**config.mk**
```make
export PLATFORM = sky130hd
export DESIGN_NAME = jlp_link_param_regs
export DESIGN_NICKNAME = d
export VERILOG_FILES = /design/src/jlp_pkg.sv /design/src/jlp_status_capture.sv /design/src/jlp_link_param_regs.sv
export VERILOG_INCLUDE_DIRS = /design/src
export SDC_FILE = /design/constraint.sdc
export NUM_CORES = 1
export LEC_CHECK = 0
export BUFFER_PORTS_ARGS = -buffer_cell sky130_fd_sc_hd__buf_2
export CORE_ASPECT_RATIO = 0.7
export CORE_MARGIN = 5
export CORE_UTILIZATION = 43
export DETAILED_ROUTE_END_ITERATION = 16
export PLACE_DENSITY = 0.79
export SETUP_SLACK_MARGIN = 0.02
export SLEW_MARGIN = 20
export SYNTH_ARGS = -nofsm -noshare
export SYNTH_HDL_FRONTEND = slang
export SYNTH_SLANG_ARGS = --single-unit
```
**constraint.sdc**
```tcl
create_clock -name clk -period 3.3 [get_ports clk]
set_clock_uncertainty 0.2 [all_clocks]
set_input_delay 0.99 -clock clk [delete_from_list [all_inputs] [get_ports clk]]
set_output_delay 0.99 -clock clk [all_outputs]
set_load 0.05 [all_outputs]
```
**src/jlp_defines.svh**
```systemverilog
// Register indices, field positions, reset values and bus constants of the link parameter bank.
`ifndef JLP_DEFINES_SVH
`define JLP_DEFINES_SVH

// Printed offsets are register indices; byte address is four times the index.
`define JLP_IDX_CS_RES 12'h058F
`define JLP_IDX_SC_NP 12'h0590
`define JLP_IDX_SPF 12'h0591
`define JLP_IDX_HD_CF 12'h0592

`define JLP_ADDR_W 16

`define JLP_CS_MSB 7
`define JLP_CS_LSB 6
`define JLP_RES_MSB 4
`define JLP_RES_LSB 0
`define JLP_SC_MSB 7
`define JLP_SC_LSB 5
`define JLP_NP_MSB 4
`define JLP_NP_LSB 0
`define JLP_SPF_RSV_MSB 7
`define JLP_SPF_RSV_LSB 5
`define JLP_SPF_MSB 4
`define JLP_SPF_LSB 0
`define JLP_HD_BIT 7
`define JLP_CF_MSB 4
`define JLP_CF_LSB 0

`define JLP_CS_RST 2'h0
`define JLP_RES_RST 5'h0F
`define JLP_SC_RST 3'h1
`define JLP_NP_RST 5'h0F
`define JLP_SPF_RSV_VAL 3'h1
`define JLP_SPF_RST 5'h00
`define JLP_CF_RST 5'h00

`define JLP_CS_TWO 2'h2
`define JLP_CS_THREE 2'h3
`define JLP_SC_ZERO 3'h0
`define JLP_SC_ONE 3'h1
`define JLP_RES_14BIT 5'h0D
`define JLP_NP_8 5'h07
`define JLP_NP_12 5'h0B
`define JLP_NP_16 5'h0F

`endif

```
**src/jlp_pkg.sv**
```systemverilog
// Types shared by the link parameter bank modules.
`default_nettype none
package jlp_pkg;

  // Writable framing configuration handed to the link transmitter.
  typedef struct packed {
    logic [1:0] ctrlBits;
    logic [4:0] resolution;
    logic [2:0] subclass;
    logic [4:0] sampleBits;
  } jlp_cfg_t;

  // Framing state reported back by the link transmitter.
  typedef struct packed {
    logic [4:0] samplesPerFrame;
    logic highDensity;
    logic [4:0] ctrlWords;
  } jlp_stat_t;

  typedef struct packed {
    logic [15:0] paddr;
    logic psel;
    logic penable;
    logic pwrite;
    logic [31:0] pwdata;
    logic [3:0] pstrb;
  } jlp_apb_req_t;

endpackage
`default_nettype wire

```
**src/jlp_status_capture.sv**
```systemverilog
// Captures the framing logic's read-only parameters with a defined reset value.
`include "jlp_defines.svh"
`default_nettype none
module jlp_status_capture (
  input wire logic clk,
  input wire logic sys_rst,
  input wire jlp_pkg::jlp_stat_t statIn,
  output jlp_pkg::jlp_stat_t statOut
);

  always_ff @(posedge clk) begin
    if (sys_rst) begin
      statOut.samplesPerFrame <= `JLP_SPF_RST;
      statOut.highDensity <= 1'b0;
      statOut.ctrlWords <= `JLP_CF_RST;
    end else begin
      statOut <= statIn;
    end
  end

endmodule
`default_nettype wire

```
**src/jlp_link_param_regs.sv**
```systemverilog
// APB register bank for the serial link framing parameters.
//
// Behaviour
// - Control-bit count 2 or 3 selects upper control bits.
// - Resolution code is bits minus one, resets 0xF.
// - Bits-per-sample writable, codes 7, 11, 15.
// - Samples-per-frame read-only, minus one, resets zero.
// - Read-only high-density flag, one when enabled.
// - Read-only control words per frame cycle.
//
// Implementation choice: the APB interface to the registers.
`include "jlp_defines.svh"
`default_nettype none
module jlp_link_param_regs (
  input wire logic clk,
  input wire logic sys_rst,
  input wire jlp_pkg::jlp_apb_req_t apbReq,
  output logic [31:0] prdata,
  output logic pready,
  output logic pslverr,
  input wire jlp_pkg::jlp_stat_t linkStat,
  output jlp_pkg::jlp_cfg_t linkCfg,
  output logic [2:0] ctrlBitSelect,
  output logic subclassOne,
  output logic [4:0] resolutionBits,
  output logic [4:0] sampleWidth
);

  jlp_pkg::jlp_stat_t statCap;
  logic [1:0] ctrlBits_r;
  logic [4:0] resolution_r;
  logic [2:0] subclass_r;
  logic [4:0] sampleBits_r;
  logic [31:0] prdata_r;
  logic [2:0] ctrlBitSelect_r;
  logic subclassOne_r;
  logic [4:0] resolutionBits_r;
  logic [4:0] sampleWidth_r;
  logic setupPhase;
  logic accessPhase;
  logic mapped;
  logic wrEn;
  logic lane0;
  logic [7:0] wByte;

  // Returns the register index for an aligned word address, or all ones if unaligned.
  function automatic logic [11:0] word_index(input logic [15:0] addr);
    if (addr[1:0] != 2'b00) begin
      return 12'hFFF;
    end
    return addr[13:2];
  endfunction

  // Tells whether a byte address selects one of the four registers.
  function automatic logic is_mapped(input logic [15:0] addr);
    logic [11:0] idx;
    idx = word_index(addr);
    if (addr[15:14] != 2'b00) begin
      return 1'b0;
    end else if (idx == `JLP_IDX_CS_RES) begin
      return 1'b1;
    end else if (idx == `JLP_IDX_SC_NP) begin
      return 1'b1;
    end else if (idx == `JLP_IDX_SPF) begin
      return 1'b1;
    end else if (idx == `JLP_IDX_HD_CF) begin
      return 1'b1;
    end
    return 1'b0;
  endfunction

  jlp_status_capture uStat (
    .clk(clk),
    .sys_rst(sys_rst),
    .statIn(linkStat),
    .statOut(statCap)
  );

  assign setupPhase = apbReq.psel && !apbReq.penable;
  assign accessPhase = apbReq.psel && apbReq.penable;
  assign mapped = is_mapped(apbReq.paddr);
  // Only the low byte lane holds register bits; a write without it changes nothing.
  assign lane0 = apbReq.pstrb[0];
  assign wByte = apbReq.pwdata[7:0];
  assign wrEn = accessPhase && apbReq.pwrite && mapped && lane0;

  // The slave never inserts wait states.
  assign pready = 1'b1;
  assign pslverr = accessPhase && !mapped;
  assign prdata = prdata_r;

  // Control bits and resolution register; bit 5 is reserved.
  always_ff @(posedge clk) begin
    if (sys_rst) begin
      ctrlBits_r <= `JLP_CS_RST;
      resolution_r <= `JLP_RES_RST;
    end else if (wrEn && word_index(apbReq.paddr) == `JLP_IDX_CS_RES) begin
      ctrlBits_r <= wByte[`JLP_CS_MSB:`JLP_CS_LSB];
      resolution_r <= wByte[`JLP_RES_MSB:`JLP_RES_LSB];
    end
  end

  // Subclass and transmitted bits-per-sample register.
  always_ff @(posedge clk) begin
    if (sys_rst) begin
      subclass_r <= `JLP_SC_RST;
      sampleBits_r <= `JLP_NP_RST;
    end else if (wrEn && word_index(apbReq.paddr) == `JLP_IDX_SC_NP) begin
      subclass_r <= wByte[`JLP_SC_MSB:`JLP_SC_LSB];
      sampleBits_r <= wByte[`JLP_NP_MSB:`JLP_NP_LSB];
    end
  end

  // Read data is fetched in the setup cycle so it stands through the access cycle.
  always_ff @(posedge clk) begin
    if (sys_rst) begin
      prdata_r <= 32'h0000_0000;
    end else if (setupPhase && !apbReq.pwrite) begin
      prdata_r <= 32'h0000_0000;
      if (word_index(apbReq.paddr) == `JLP_IDX_CS_RES && mapped) begin
        prdata_r[`JLP_CS_MSB:`JLP_CS_LSB] <= ctrlBits_r;
        prdata_r[`JLP_RES_MSB:`JLP_RES_LSB] <= resolution_r;
      end else if (word_index(apbReq.paddr) == `JLP_IDX_SC_NP && mapped) begin
        prdata_r[`JLP_SC_MSB:`JLP_SC_LSB] <= subclass_r;
        prdata_r[`JLP_NP_MSB:`JLP_NP_LSB] <= sampleBits_r;
      end else if (word_index(apbReq.paddr) == `JLP_IDX_SPF && mapped) begin
        prdata_r[`JLP_SPF_RSV_MSB:`JLP_SPF_RSV_LSB] <= `JLP_SPF_RSV_VAL;
        prdata_r[`JLP_SPF_MSB:`JLP_SPF_LSB] <= statCap.samplesPerFrame;
      end else if (word_index(apbReq.paddr) == `JLP_IDX_HD_CF && mapped) begin
        prdata_r[`JLP_HD_BIT] <= statCap.highDensity;
        prdata_r[`JLP_CF_MSB:`JLP_CF_LSB] <= statCap.ctrlWords;
      end
    end
  end

  // Decoded framing controls for the transmitter, registered.
  always_ff @(posedge clk) begin
    if (sys_rst) begin
      ctrlBitSelect_r <= 3'b000;
      subclassOne_r <= 1'b1;
      resolutionBits_r <= 5'h10;
      sampleWidth_r <= 5'h10;
    end else begin
      // Bit 2 is control bit 2; two bits use the upper two, three use all.
      if (ctrlBits_r == `JLP_CS_THREE) begin
        ctrlBitSelect_r <= 3'b111;
      end else if (ctrlBits_r == `JLP_CS_TWO) begin
        ctrlBitSelect_r <= 3'b110;
      end else if (ctrlBits_r == 2'h1) begin
        ctrlBitSelect_r <= 3'b100;
      end else begin
        ctrlBitSelect_r <= 3'b000;
      end
      subclassOne_r <= (subclass_r == `JLP_SC_ONE);
      resolutionBits_r <= resolution_r + 5'h01;
      sampleWidth_r <= sampleBits_r + 5'h01;
    end
  end

  assign ctrlBitSelect = ctrlBitSelect_r;
  assign subclassOne = subclassOne_r;
  assign resolutionBits = resolutionBits_r;
  assign sampleWidth = sampleWidth_r;
  assign linkCfg.ctrlBits = ctrlBits_r;
  assign linkCfg.resolution = resolution_r;
  assign linkCfg.subclass = subclass_r;
  assign linkCfg.sampleBits = sampleBits_r;

endmodule
`default_nettype wire

```
# Yosys cells after proc, flatten, opt, wreduce, memory -nomap -nowiden
# Index checks and enable logic that the tools add are counted.
# word_totals
ff_bits	48
in_bits	68
output_inout_bits	63
elab_cells	107
# classes
add_sub_neg	2
eq_ne	14
n_mux	61
n_reduce_logical	18
# ops
operator	n
12-bit two-way mux	22
12-bit by 11-bit == test with 1-bit output (second input constant)	10
1-bit two-way mux	31
5-bit two-way mux	3
1-bit logical AND	13
5-bit by 1-bit adder with 5-bit output (second input constant)	2
3-bit two-way mux	3
8-bit two-way mux	1
2-bit == test (second input constant)	2
2-bit nonzero test	2
3-bit by 1-bit == test with 1-bit output (second input constant)	1
1-bit logical NOT	3
2-bit by 1-bit == test with 1-bit output (second input constant)	1
2-bit two-way mux	1

# Depth between registers and ports, before layout
# Gate-level depths: netlist (run 1).
# logic_depth
ltp_word	48
ltp_mapped	6
depth_no_buf	4

# Cells and area by module
# Synthesis (run 1) repeated with hierarchy kept, for this count alone.
# hier_totals
cells_unflattened	252
hier_area_um2	2260.9
# modules_own_cells
mod	n_inst	cells_per_inst	area_each_um2	seq_area_each_um2
jlp_link_param_regs	1	229	1923.1	740.7
jlp_status_capture	1	23	337.8	220.2

# Least setup slack after synthesis (run 1)
# OpenSTA, ideal clock, no wires.
# synth_timing
kind	input to output
start	input port apbReq[43] (netlist name)
end	output port pslverr
arrival_ps	2151
t_required_ps	2110
path_slack_ps	-41
path_stages	4
path_buffers	0
path_cell_list	or3b_1 -> a211oi_2 -> o21ai_0 -> and3_1
# synth_between
elab_chain_len	10
elab_cells_between_ends	17
classes_between	eq/ne (4); mux (11); reduce/logical (2)
# synth_lines
item	line	rtl
start, declared	jlp_link_param_regs.sv:17	input wire jlp_pkg::jlp_apb_req_t apbReq,
12-bit two-way mux (*)	jlp_link_param_regs.sv:51	return addr[13:2];
12-bit by 11-bit == test with 1-bit output (no line)	--	
1-bit two-way mux	jlp_link_param_regs.sv:66	end else if (idx == `JLP_IDX_HD_CF) begin
1-bit two-way mux	jlp_link_param_regs.sv:64	end else if (idx == `JLP_IDX_SPF) begin
1-bit two-way mux	jlp_link_param_regs.sv:62	end else if (idx == `JLP_IDX_SC_NP) begin
1-bit two-way mux	jlp_link_param_regs.sv:60	end else if (idx == `JLP_IDX_CS_RES) begin
1-bit two-way mux	jlp_link_param_regs.sv:58	if (addr[15:14] != 2'b00) begin
1-bit two-way mux (*)	jlp_link_param_regs.sv:69	return 1'b0;
1-bit logical NOT (*)	jlp_link_param_regs.sv:89	assign pslverr = accessPhase && !mapped;
1-bit logical AND (*)	jlp_link_param_regs.sv:89	
end, declared	jlp_link_param_regs.sv:20	output logic pslverr,
# Mark *: on every way between the ends. The rest lies on a longest branch, timed or not.

# Worst setup path in the final report (run 1)
# layout_timing
start	input port apbReq[44] (netlist name)
end	output port pslverr
# The elaborated chain is that of the path after synthesis.

==> results of run 1 <==
==> state kept, by name, indices dropped and copies added (netlist names) <==
signal,count
uStat.statOut,11
prdata,8
resolutionBits,5
resolution_r,5
sampleBits_r,5
sampleWidth,5
ctrlBitSelect,3
subclass_r,3
ctrlBits_r,2
subclassOne,1
==> power by group <==
| part | internal, mW | switching (mW) | leakage, nW | total [mW] |
|---|---|---|---|---|
| Combinational | 0.0426 | 0.109 | 0.818 | 0.152 |
| Sequential | 0.586 | 0.00192 | 0.390 | 0.588 |
| Clock | 0.171 | 0.194 | 0.0445 | 0.364 |
==> per-stage QoR <==
stage / power (mW) / util, % / TNS [ps]
final: 1.10 / 57.2 / 0
after global placement: 0.745 / 54.4 / -148
after CTS: 1.11 / 56.7 / 0
after global routing: 1.15 / 57.2 / 0
after detailed placement: 0.747 / 54.4 / -143
after floorplan: 0.724 / - / 0
==> cells in the final DEF (no fill, tap or decap), types with 2 or more instances in the layout <==
cell       Yosys  layout
a21oi_1        6       6
ha_1           2       2
nand3_1       17      17
buf_4         25      15
xor2_1         4       4
nand4_1        7       7
o31ai_1        2       2
clkbuf_8       0       6
mux2i_1        7       7
nor4_2         1       2
a22oi_1        5       5
xnor2_1        2       2
nor2_1        19      19
a22o_1         4       4
nor3b_1        4       4
inv_1          3       3
buf_2          3      75
o2111ai_1      2       2
buf_6          1       2
dfxtp_1       48      48
nand2_1       18      18
nand2b_1       2       2
o211a_1        2       2
nor3_1         5       5
conb_1         2      25
o21ai_0        8       7
o211ai_1       7       7
nor2b_1       16      16
==> metal layers <==
layer	routed length, um	global-route usage [%]	up-vias
met2	2600	26.3	82
met4	17	4.10	0
li1	-	-	997
met5	0	0	-
met1	2790	24.3	906
met3	525	5.79	4
==> Yosys cell counts (3+ instances only) <==
library cell  number
a21oi_1            6
a22o_1             4
a22oi_1            5
buf_2              3
buf_4             25
clkbuf_1           6
dfxtp_1           48
inv_1              3
mux2i_1            7
nand2_1           18
nand3_1           17
nand4_1            7
nor2_1            19
nor2b_1           16
nor3_1             5
nor3b_1            4
o211ai_1           7
o21ai_0            8
xor2_1             4
==> worst max-delay path by stage <==
stage                          to  cells after the start  slack (ps)
final                     pslverr                      6          40
after global routing      pslverr                      6           4
after CTS                 pslverr                      6          30
after detailed placement  pslverr                      6        -140
after global placement    pslverr                      6        -150
after floorplan           pslverr                      4          50
==> cells by family after synthesis <==
group / count (synthesis)
AO/OA/AOI/OAI: 41
XOR/XNOR: 6
adder cells (fa/ha/maj): 2
buffers and inverters: 39
flip-flops: 48
multiplexers: 7
other: 2
AND/OR/NAND/NOR: 103
==> timing repair <==
item,4_1_cts,5_1_grt
endpoints found under the hold margin,0,0
buffers inserted,0,0
endpoints found under the setup margin,1,1
pin swaps,4,2
gates resized for setup,6,4
==> worst max-delay path: stages <==
cell and delay, ps:
buf_6 90, or3b_4 410, a211oi_4 200, o21ai_2 80, and3_4 150, buf_8 140
==> cell type report <==
cell class	count	area share, %
repair buffers	93	18.8
clock buffers	7	3.09
multi-input cells	184	39.9
inverters	3	0.403
well taps	69	3.09
clock inverters	1	0.269
flip-flops and latches	48	34.4
==> reports/qor.csv, run 1 <==
stage,metric,value,unit
worst_setup_path,r2r_cells,4,
route,drt_first_pass_iters,4,
worst_setup_path,r2r_setup_slack,2000,ps
place,gp_congestion,0.865,
global_route,antenna_found_initial,0,
pwr,ir_worst_vdd,0.199,mV
synth,synthMuxAreaShare,3.16,%
pwr,power_density,395,nW/um^2
hold_path,min_path_type,reg -> reg,
worst_setup_path,crit_required,2110,ps
synth,ys_types,46,
synth,synth_enable_flop_cells,0,
die,start_util,45.4,%
cts,cts.sinks,48,
global_route,grt_usage,17.6,%
synth,synth-compound-area-share,13.2,%
die,ios,131,
cts,path_clk_slew,90,ps
place,post_dp_cell_area,2660,sq um
finish,final_cells,405,
cts,cts_tree,done,
synth,synth_xor_area_share,2.37,%
synth,syn_area,2220,sq um
place,pre_cts_ws,-143,ps
sta,worst_pin_slew,579,ps
cts,clockBufferDepth,2,
synth,synth_top_area_share,43.3,%
sta,fin_ws,44.2,ps
worst_setup_path,worst_setup_path_start_kind,input port,
route,drt_iter0_drc,142,
pwr,p_leak,1.25,nW
global_route,grt_pass1_vias,1893,
route,wirelength,5930,um
die,die_x,95.8,um
finish,fillers,481,
synth,synthSimpleGateAreaFrac,25.1,%
finish,syn_to_final_growth,26.0,%
worst_setup_path,worst-endpoint-arrival,2070,ps
worst_setup_path,path_max_fanout,3,
global_route,grt_pass1_wl,9200,um
worst_setup_path,rr_endpoint,resolutionBits[4],
hold_path,hold_end,prdata[5],
worst_setup_path,r2r-start,resolution_r[0],
synth,synthFlopType,dfxtp_1,
synth,async_reset_ff_share,0,%
sta,fin_hold_ws,266,ps
place,place_inst,397,
finish,drive_above_1_share,33.0,%
global_route,grt_start_max_net_pins,36,
route,ant_nets,0,
route,via_per_inst,4.91,
finish,fin_area,2790,sq um
sta,relSlewSlack,61.3,%
synth,netlist_top_cells_area,"dfxtp_1 (43%), buf_4 (8.5%), nor2b_1 (4.5%)",
synth,synth_top_family_by_area,simple AND/OR/NAND/NOR gates,
synth,synth_top_area_cell,dfxtp_1,
sta,rsz0062_at_grt,true,
finish,antennaDiodeCount,0,
sta,hold_viol,0,
finish,finalNetCount,405,
synth,yosysWarnings,0,
job,cap_violations,0,
die,die-area,6710,sq um
route,post-route-drc-count,0,
cts,htree_num_levels,2,
route,wl_per_cell,14.6,um
hold_path,hold_start,prdata[5],
worst_setup_path,path_class,in -> out,
synth,synthAdderAreaFrac,1.13,%
cts,cts_hold_buf,0,
place,place_hpwl,4590,um
cts,cts-root-buf,clkbuf_8,
place,portBuffers,78,
synth,yosysSeqAreaShare,43.3,%
global_route,grt.overflow.total,0,
worst_setup_path,end_kind,output port,
sta,fin_crit,3260,ps
cts,clock_latency,300,ps
sta,fmax,0.307,GHz
finish,seqCellArea,961,sq um
sta,setup_viol,0,
route,dr_total_vias,1989,
synth,synthCells,248,
hold_path,hold_path_depth,2,
synth,synth.avg_cell_area,8.94,sq um
sta,fin_crit_sh,98.7,%
die,rows,21,
finish,multi_input_area,1120,sq um
sta,drv_slew,0,
worst_setup_path,crit_start,apbReq[44],
cts,cts_made_buffers,5,
synth,ys_seq_elements,48,
die,core,4890,sq um
outcome,status,"complete, no violations",
die,chipHeight,70.1,um
Note: power is estimated with default switching activity, not from simulation.
==> inputs of run 2 (changes only) <==
--- a/config.mk
+++ b/config.mk
@@ -7,7 +7,6 @@
 export NUM_CORES = 1
 export LEC_CHECK = 0
 export BUFFER_PORTS_ARGS = -buffer_cell sky130_fd_sc_hd__buf_2
-export CORE_ASPECT_RATIO = 0.7
 export CORE_MARGIN = 5
 export CORE_UTILIZATION = 43
 export DETAILED_ROUTE_END_ITERATION = 16
==> run 2 against run 1 <==
First-iteration DRC count decreased by 13%. Non-clock buffer count grew 11. Critical path type unchanged. Highest routed layer unchanged. Clock power rose by 9.3%. Sequential power hardly changed.
==> reports/qor.csv, run 2 (same netlist as run 1, synthesis figures left out) <==
stage,metric,value,unit,change
die,die_x,81.8,um,-15%
sta,fin_hold_ws,252,ps,-14.5 ps
place,portBuffers,78,,unchanged
cts,cts-root-buf,clkbuf_8,,
worst_setup_path,path_class,in -> out,,
route,drt_iter0_drc,123,,-13%
global_route,grt.overflow.total,0,,unchanged
pwr,p_leak,1.32,nW,+5.7%
hold_path,min_path_type,reg -> reg,,
job,cap_violations,0,,unchanged
finish,mostFrequentLayoutCells,"buf_2 (75), dfxtp_1 (48), buf_4 (26)",,
die,chipHeight,81.8,um,+17%
finish,multi_input_area,1120,sq um,+0.56%
finish,top_register,uStat.statOut,,
die,rows,26,,+24%
cts,cts_hold_buf,0,,unchanged
global_route,met1_usage,21.8,%,-2.6 points
finish,syn_to_final_growth,30.3,%,
finish,antennaDiodeCount,0,,unchanged
cts,cts_made_buffers,5,,unchanged
route,wirelength,5860,um,-1.2%
route,wl_per_cell,14.1,um,-3.6%
worst_setup_path,worst_setup_path_start_kind,input port,,
global_route,met2_usage,29.5,%,+3.1 points
worst_setup_path,worst-endpoint-arrival,2100,ps,+30 ps
finish,largest_reg_flops,11,,unchanged
finish,final_common_cell,buf_2,,
cts,clock_latency,290,ps,about the same
worst_setup_path,end_kind,output port,,
global_route,grt_start_max_net_pins,32,,-11%
sta,hold_viol,0,,unchanged
sta,fin_tns_setup,0,ps,unchanged
cts,path_clk_slew,80,ps,about the same
route,post-route-drc-count,0,,unchanged
finish,fillers,456,,-5.2%
global_route,met3_usage,4.71,%,-1.1 points
sta,setup_viol,0,,unchanged
pwr,power_density,395,nW/um^2,about the same
worst_setup_path,path_max_fanout,2,,-1
route,dr_total_vias,2066,,+3.9%
sta,fin_crit_sh,99.8,%,+1.2 points
route,ant_nets,0,,unchanged
pwr,ir_worst_vdd,0.230,mV,+16%
route,via_per_inst,4.98,,+1.4%
finish,seqCellArea,961,sq um,unchanged
cts,htree_num_levels,2,,unchanged
cts,cts_tree,done,,
sta,drv_slew,0,,unchanged
finish,finalNetCount,416,,+2.7%
global_route,top_usage_layer,met2,,
die,core,5040,sq um,+3.2%
outcome,status,"complete, no violations",,
sta,rsz0062_at_grt,true,,
global_route,grt_usage,17.6,%,+0.067 points
global_route,antenna_found_initial,0,,unchanged
route,drt_first_pass_iters,4,,unchanged
pwr,fin_total_pwr,1.14,mW,+3.4%
global_route,grt_pass1_vias,1995,,+5.4%
place,gp_congestion,0.917,,+5.9%
sta,fin_crit,3290,ps,+38.4 ps
global_route,grt_pass1_wl,9130,um,-0.83%
die,ios,131,,unchanged
die,die-area,6690,sq um,-0.34%
place,place_hpwl,4400,um,-4.2%
die,start_util,44.0,%,-1.4 points
cts,clockBufferDepth,2,,unchanged
cts,cts.sinks,48,,unchanged
sta,fmax,0.304,GHz,-1.2%
finish,drive_above_1_share,35.1,%,+2.0 points
worst_setup_path,crit_required,2110,ps,about the same
## run 2: report_power, final
| part | internal [mW] | switching, mW |
|---|---|---|
| combinational | 0.0456 | 0.110 |
| sequential | 0.586 | 0.00183 |
| clock | 0.218 | 0.181 |
| total | 0.849 | 0.293 |
## run 2: per-layer routing
metal | vias up | part of all wire (%) | routed length (um)
met4 | 0 | 1.8 | 104
met1 | 930 | 40 | 2340
met2 | 108 | 48 | 2810
li1 | 1015 | - | -
met3 | 13 | 10 | 612
met5 | - | 0 | 0
## run 2: layout make-up
cell class | instances | share of cell area [%]
Clock inverter | 1 | 1.04
Timing Repair Buffer | 104 | 21.0
Inverter | 3 | 0.390
Multi-Input combinational cell | 184 | 38.8
Clock buffer | 5 | 2.38
Tap cell | 70 | 3.03
Sequential cell | 48 | 33.3
## run 2: metrics by stage
| stage | cells | utilization [%] | area (sq um) | setup WS (ps) |
|---|---|---|---|---|
| 2_1_floorplan | 271 | - | 2310 | 53.8 |
| 3_3_place_gp | 399 | 52.9 | 2670 | -149 |
| 3_5_place_dp | 399 | 52.9 | 2670 | -148 |
| 4_1_cts | 415 | 56.7 | 2860 | 24.2 |
| 5_1_grt | 415 | 57.3 | 2890 | -4.60 |
| 6_report | 415 | 57.3 | 2890 | 5.80 |
## run 2: worst paths after layout
| path | cells past startpoint | endpoint | startpoint | slack [ps] |
|---|---|---|---|---|
| worst max register to register | 4 | sampleWidth[4] | sampleBits_r[1] | 1990 |
| worst max-delay path | 6 | pslverr | apbReq[44] | 6 |
| worst min register to register | 2 | prdata[6] | prdata[6] | 250 |
| worst min-delay path | 2 | prdata[6] | prdata[6] | 250 |
## run 2: what timing repair did
| item | in CTS | in global routing |
|---|---|---|
| buffers inserted | 10 | 0 |
| setup endpoints to repair | 1 | 7 |
| pin swaps | 4 | 0 |
| gates resized for setup | 6 | 6 |
## run 2: critical path, cell delays in order
cell      delay (ps)
buf_6             90
or3b_4           400
a211oi_4         200
o21ai_1          110
and3_4           160
buf_8            140
==> inputs of run 3 (changes only) <==
--- a/config.mk
+++ b/config.mk
@@ -10,7 +10,8 @@
 export CORE_MARGIN = 5
 export CORE_UTILIZATION = 43
 export DETAILED_ROUTE_END_ITERATION = 16
-export PLACE_DENSITY = 0.79
+export MAX_ROUTING_LAYER = met4
+export PLACE_DENSITY = 0.78
 export SETUP_SLACK_MARGIN = 0.02
 export SLEW_MARGIN = 20
 export SYNTH_ARGS = -nofsm -noshare
==> run 3 against run 2 <==
Design area down 0.91%. Utilization down 0.52 points. Highest routed layer unchanged. Sequential power about the same. Register-to-register slack about the same. Sequential share of layout area up 0.31 points. Non-clock buffer count unchanged. Flip-flop and latch count unchanged. Maximum frequency up 0.24%. Count of clock-buffer cells in the layout up 3. Global-route usage up 0.54 points. Power down 3.9%. Wire length down 0.34%.
==> reports/qor.csv, run 3 (same netlist as run 1, synthesis figures left out) <==
stage,metric,value,unit,change
finish,multi_input_area,1120,sq um,-0.45%
place,place_inst,399,,unchanged
die,chipHeight,81.8,um,unchanged
worst_setup_path,rr_endpoint,sampleWidth[4],,
worst_setup_path,end_kind,output port,,
worst_setup_path,r2r_setup_slack,1990,ps,about the same
die,core,5040,sq um,unchanged
cts,cts.sinks,48,,unchanged
cts,cts_made_buffers,5,,unchanged
worst_setup_path,r2r_cells,4,,unchanged
cts,path_clk_slew,80,ps,about the same
finish,final_common_cell,buf_2,,
global_route,grt_usage,18.2,%,+0.54 points
finish,final_cells,417,,+0.48%
sta,fin_hold_ws,252,ps,+0.439 ps
sta,fin_crit_sh,99.6,%,-0.24 points
die,die-area,6690,sq um,unchanged
global_route,grt_start_max_net_pins,32,,unchanged
global_route,grt_pass1_wl,9110,um,-0.15%
finish,finalNetCount,416,,unchanged
route,wirelength,5840,um,-0.34%
hold_path,hold_path_depth,2,,unchanged
worst_setup_path,worst-endpoint-arrival,2100,ps,about the same
sta,relSlewSlack,66.9,%,
place,gp_congestion,0.925,,+0.96%
route,ant_nets,0,,unchanged
cts,clock_latency,290,ps,about the same
route,post-route-drc-count,0,,unchanged
cts,htree_num_levels,2,,unchanged
finish,drive_above_1_share,34.9,%,-0.20 points
place,place_hpwl,4460,um,+1.2%
route,via_per_inst,4.96,,-0.38%
finish,seqCellArea,961,sq um,unchanged
sta,fin_tns_setup,0,ps,unchanged
place,portBuffers,78,,unchanged
finish,syn_to_final_growth,29.1,%,
route,drt_first_pass_iters,4,,unchanged
sta,rsz0062_at_grt,true,,
finish,fillers,465,,+2.0%
pwr,ir_worst_vdd,0.332,mV,+44%
sta,fmax,0.304,GHz,+0.24%
finish,mostFrequentLayoutCells,"buf_2 (77), dfxtp_1 (48), buf_4 (26)",,
pwr,p_leak,1.31,nW,-0.76%
hold_path,hold_end,prdata[6],,
outcome,status,"complete, no violations",,
cts,cts_hold_buf,0,,unchanged
global_route,grt_pass1_vias,2016,,+1.1%
worst_setup_path,worst_setup_path_start_kind,input port,,
cts,clockBufferDepth,2,,unchanged
worst_setup_path,crit_required,2110,ps,about the same
hold_path,min_path_type,reg -> reg,,
worst_setup_path,path_class,in -> out,,
route,dr_total_vias,2068,,+0.097%
global_route,grt.overflow.total,0,,unchanged
place,post_dp_cell_area,2670,sq um,unchanged
die,die_x,81.8,um,unchanged
die,ios,131,,unchanged
finish,top_register,uStat.statOut,,
finish,antennaDiodeCount,0,,unchanged
finish,fin_area,2860,sq um,-0.91%
hold_path,hold_start,prdata[6],,
global_route,antenna_found_initial,0,,unchanged
sta,setup_viol,0,,unchanged
sta,hold_viol,0,,unchanged
finish,largest_reg_flops,11,,unchanged
sta,drv_slew,0,,unchanged
die,start_util,44.0,%,unchanged
worst_setup_path,path_max_fanout,2,,unchanged
pwr,power_density,383,nW/um^2,-3.1%
die,rows,26,,unchanged
worst_setup_path,r2r-start,sampleBits_r[1],,
cts,cts_tree,done,,
sta,worst_pin_slew,495,ps,
sta,fin_crit,3290,ps,-7.89 ps
route,wl_per_cell,14.0,um,-0.82%
job,cap_violations,0,,unchanged
route,drt_iter0_drc,123,,unchanged
cts,cts-root-buf,clkbuf_8,,
==> run 3: changes by cell type in the layout (fill, tap and decap cells not counted), sizes merged <==
cell	delta
bufinv	-1
clkbuf	+3
==> run 3: report_power, final <==
group          switching [mW]  leakage, nW  internal, mW
combinational           0.109        0.878        0.0436
sequential            0.00208        0.390         0.586
clock                   0.185       0.0455         0.171
==> run 3: timing repair <==
| item | in CTS | in global routing |
|---|---|---|
| resized for setup | 5 | 4 |
| setup endpoints to repair | 1 | 7 |
| pin swaps | 3 | 1 |
| setup buffers | 10 | 0 |
==> run 3: cell type report <==
cell class                      instances  area share [%]
Inverter                                3           0.393
Timing Repair Buffer                  104            20.8
Clock buffer                            8            3.15
Tap cell                               70            3.06
Sequential cell                        48            33.6
Multi-Input combinational cell        184            39.0
==> run 3: worst max path at each step <==
stage | startpoint | to | slack, ps | cells after the start
2_1_floorplan | apbReq[43] | pslverr | 50 | 4
3_3_place_gp | apbReq[43] | pslverr | -150 | 6
3_5_place_dp | apbReq[43] | pslverr | -140 | 6
4_1_cts | apbReq[43] | pslverr | 20 | 6
5_1_grt | apbReq[43] | pslverr | -6 | 6
6_report | apbReq[43] | pslverr | 10 | 6
==> run 3: through the flow <==
stage	util, %	power (mW)	setup WS [ps]
2_1_floorplan	-	0.724	53.8
3_3_place_gp	52.9	0.745	-148
3_5_place_dp	52.9	0.746	-143
4_1_cts	56.4	1.10	23.0
5_1_grt	56.8	1.14	-5.91
6_report	56.8	1.10	13.7
==> run 3: worst max-delay path, stage by stage <==
cell and delay (ps):
buf_2 100, or3b_4 410, a211oi_4 200, o21ai_2 90, and3_4 160, buf_8 140
==> run 3: metal layers <==
metal	vias up	GRT usage, %	part of all wire, %
met1	939	22.5	41
met2	104	28.9	48
li1	1014	-	-
met5	-	-	0
met4	0	7.31	1.8
met3	11	3.84	8.6
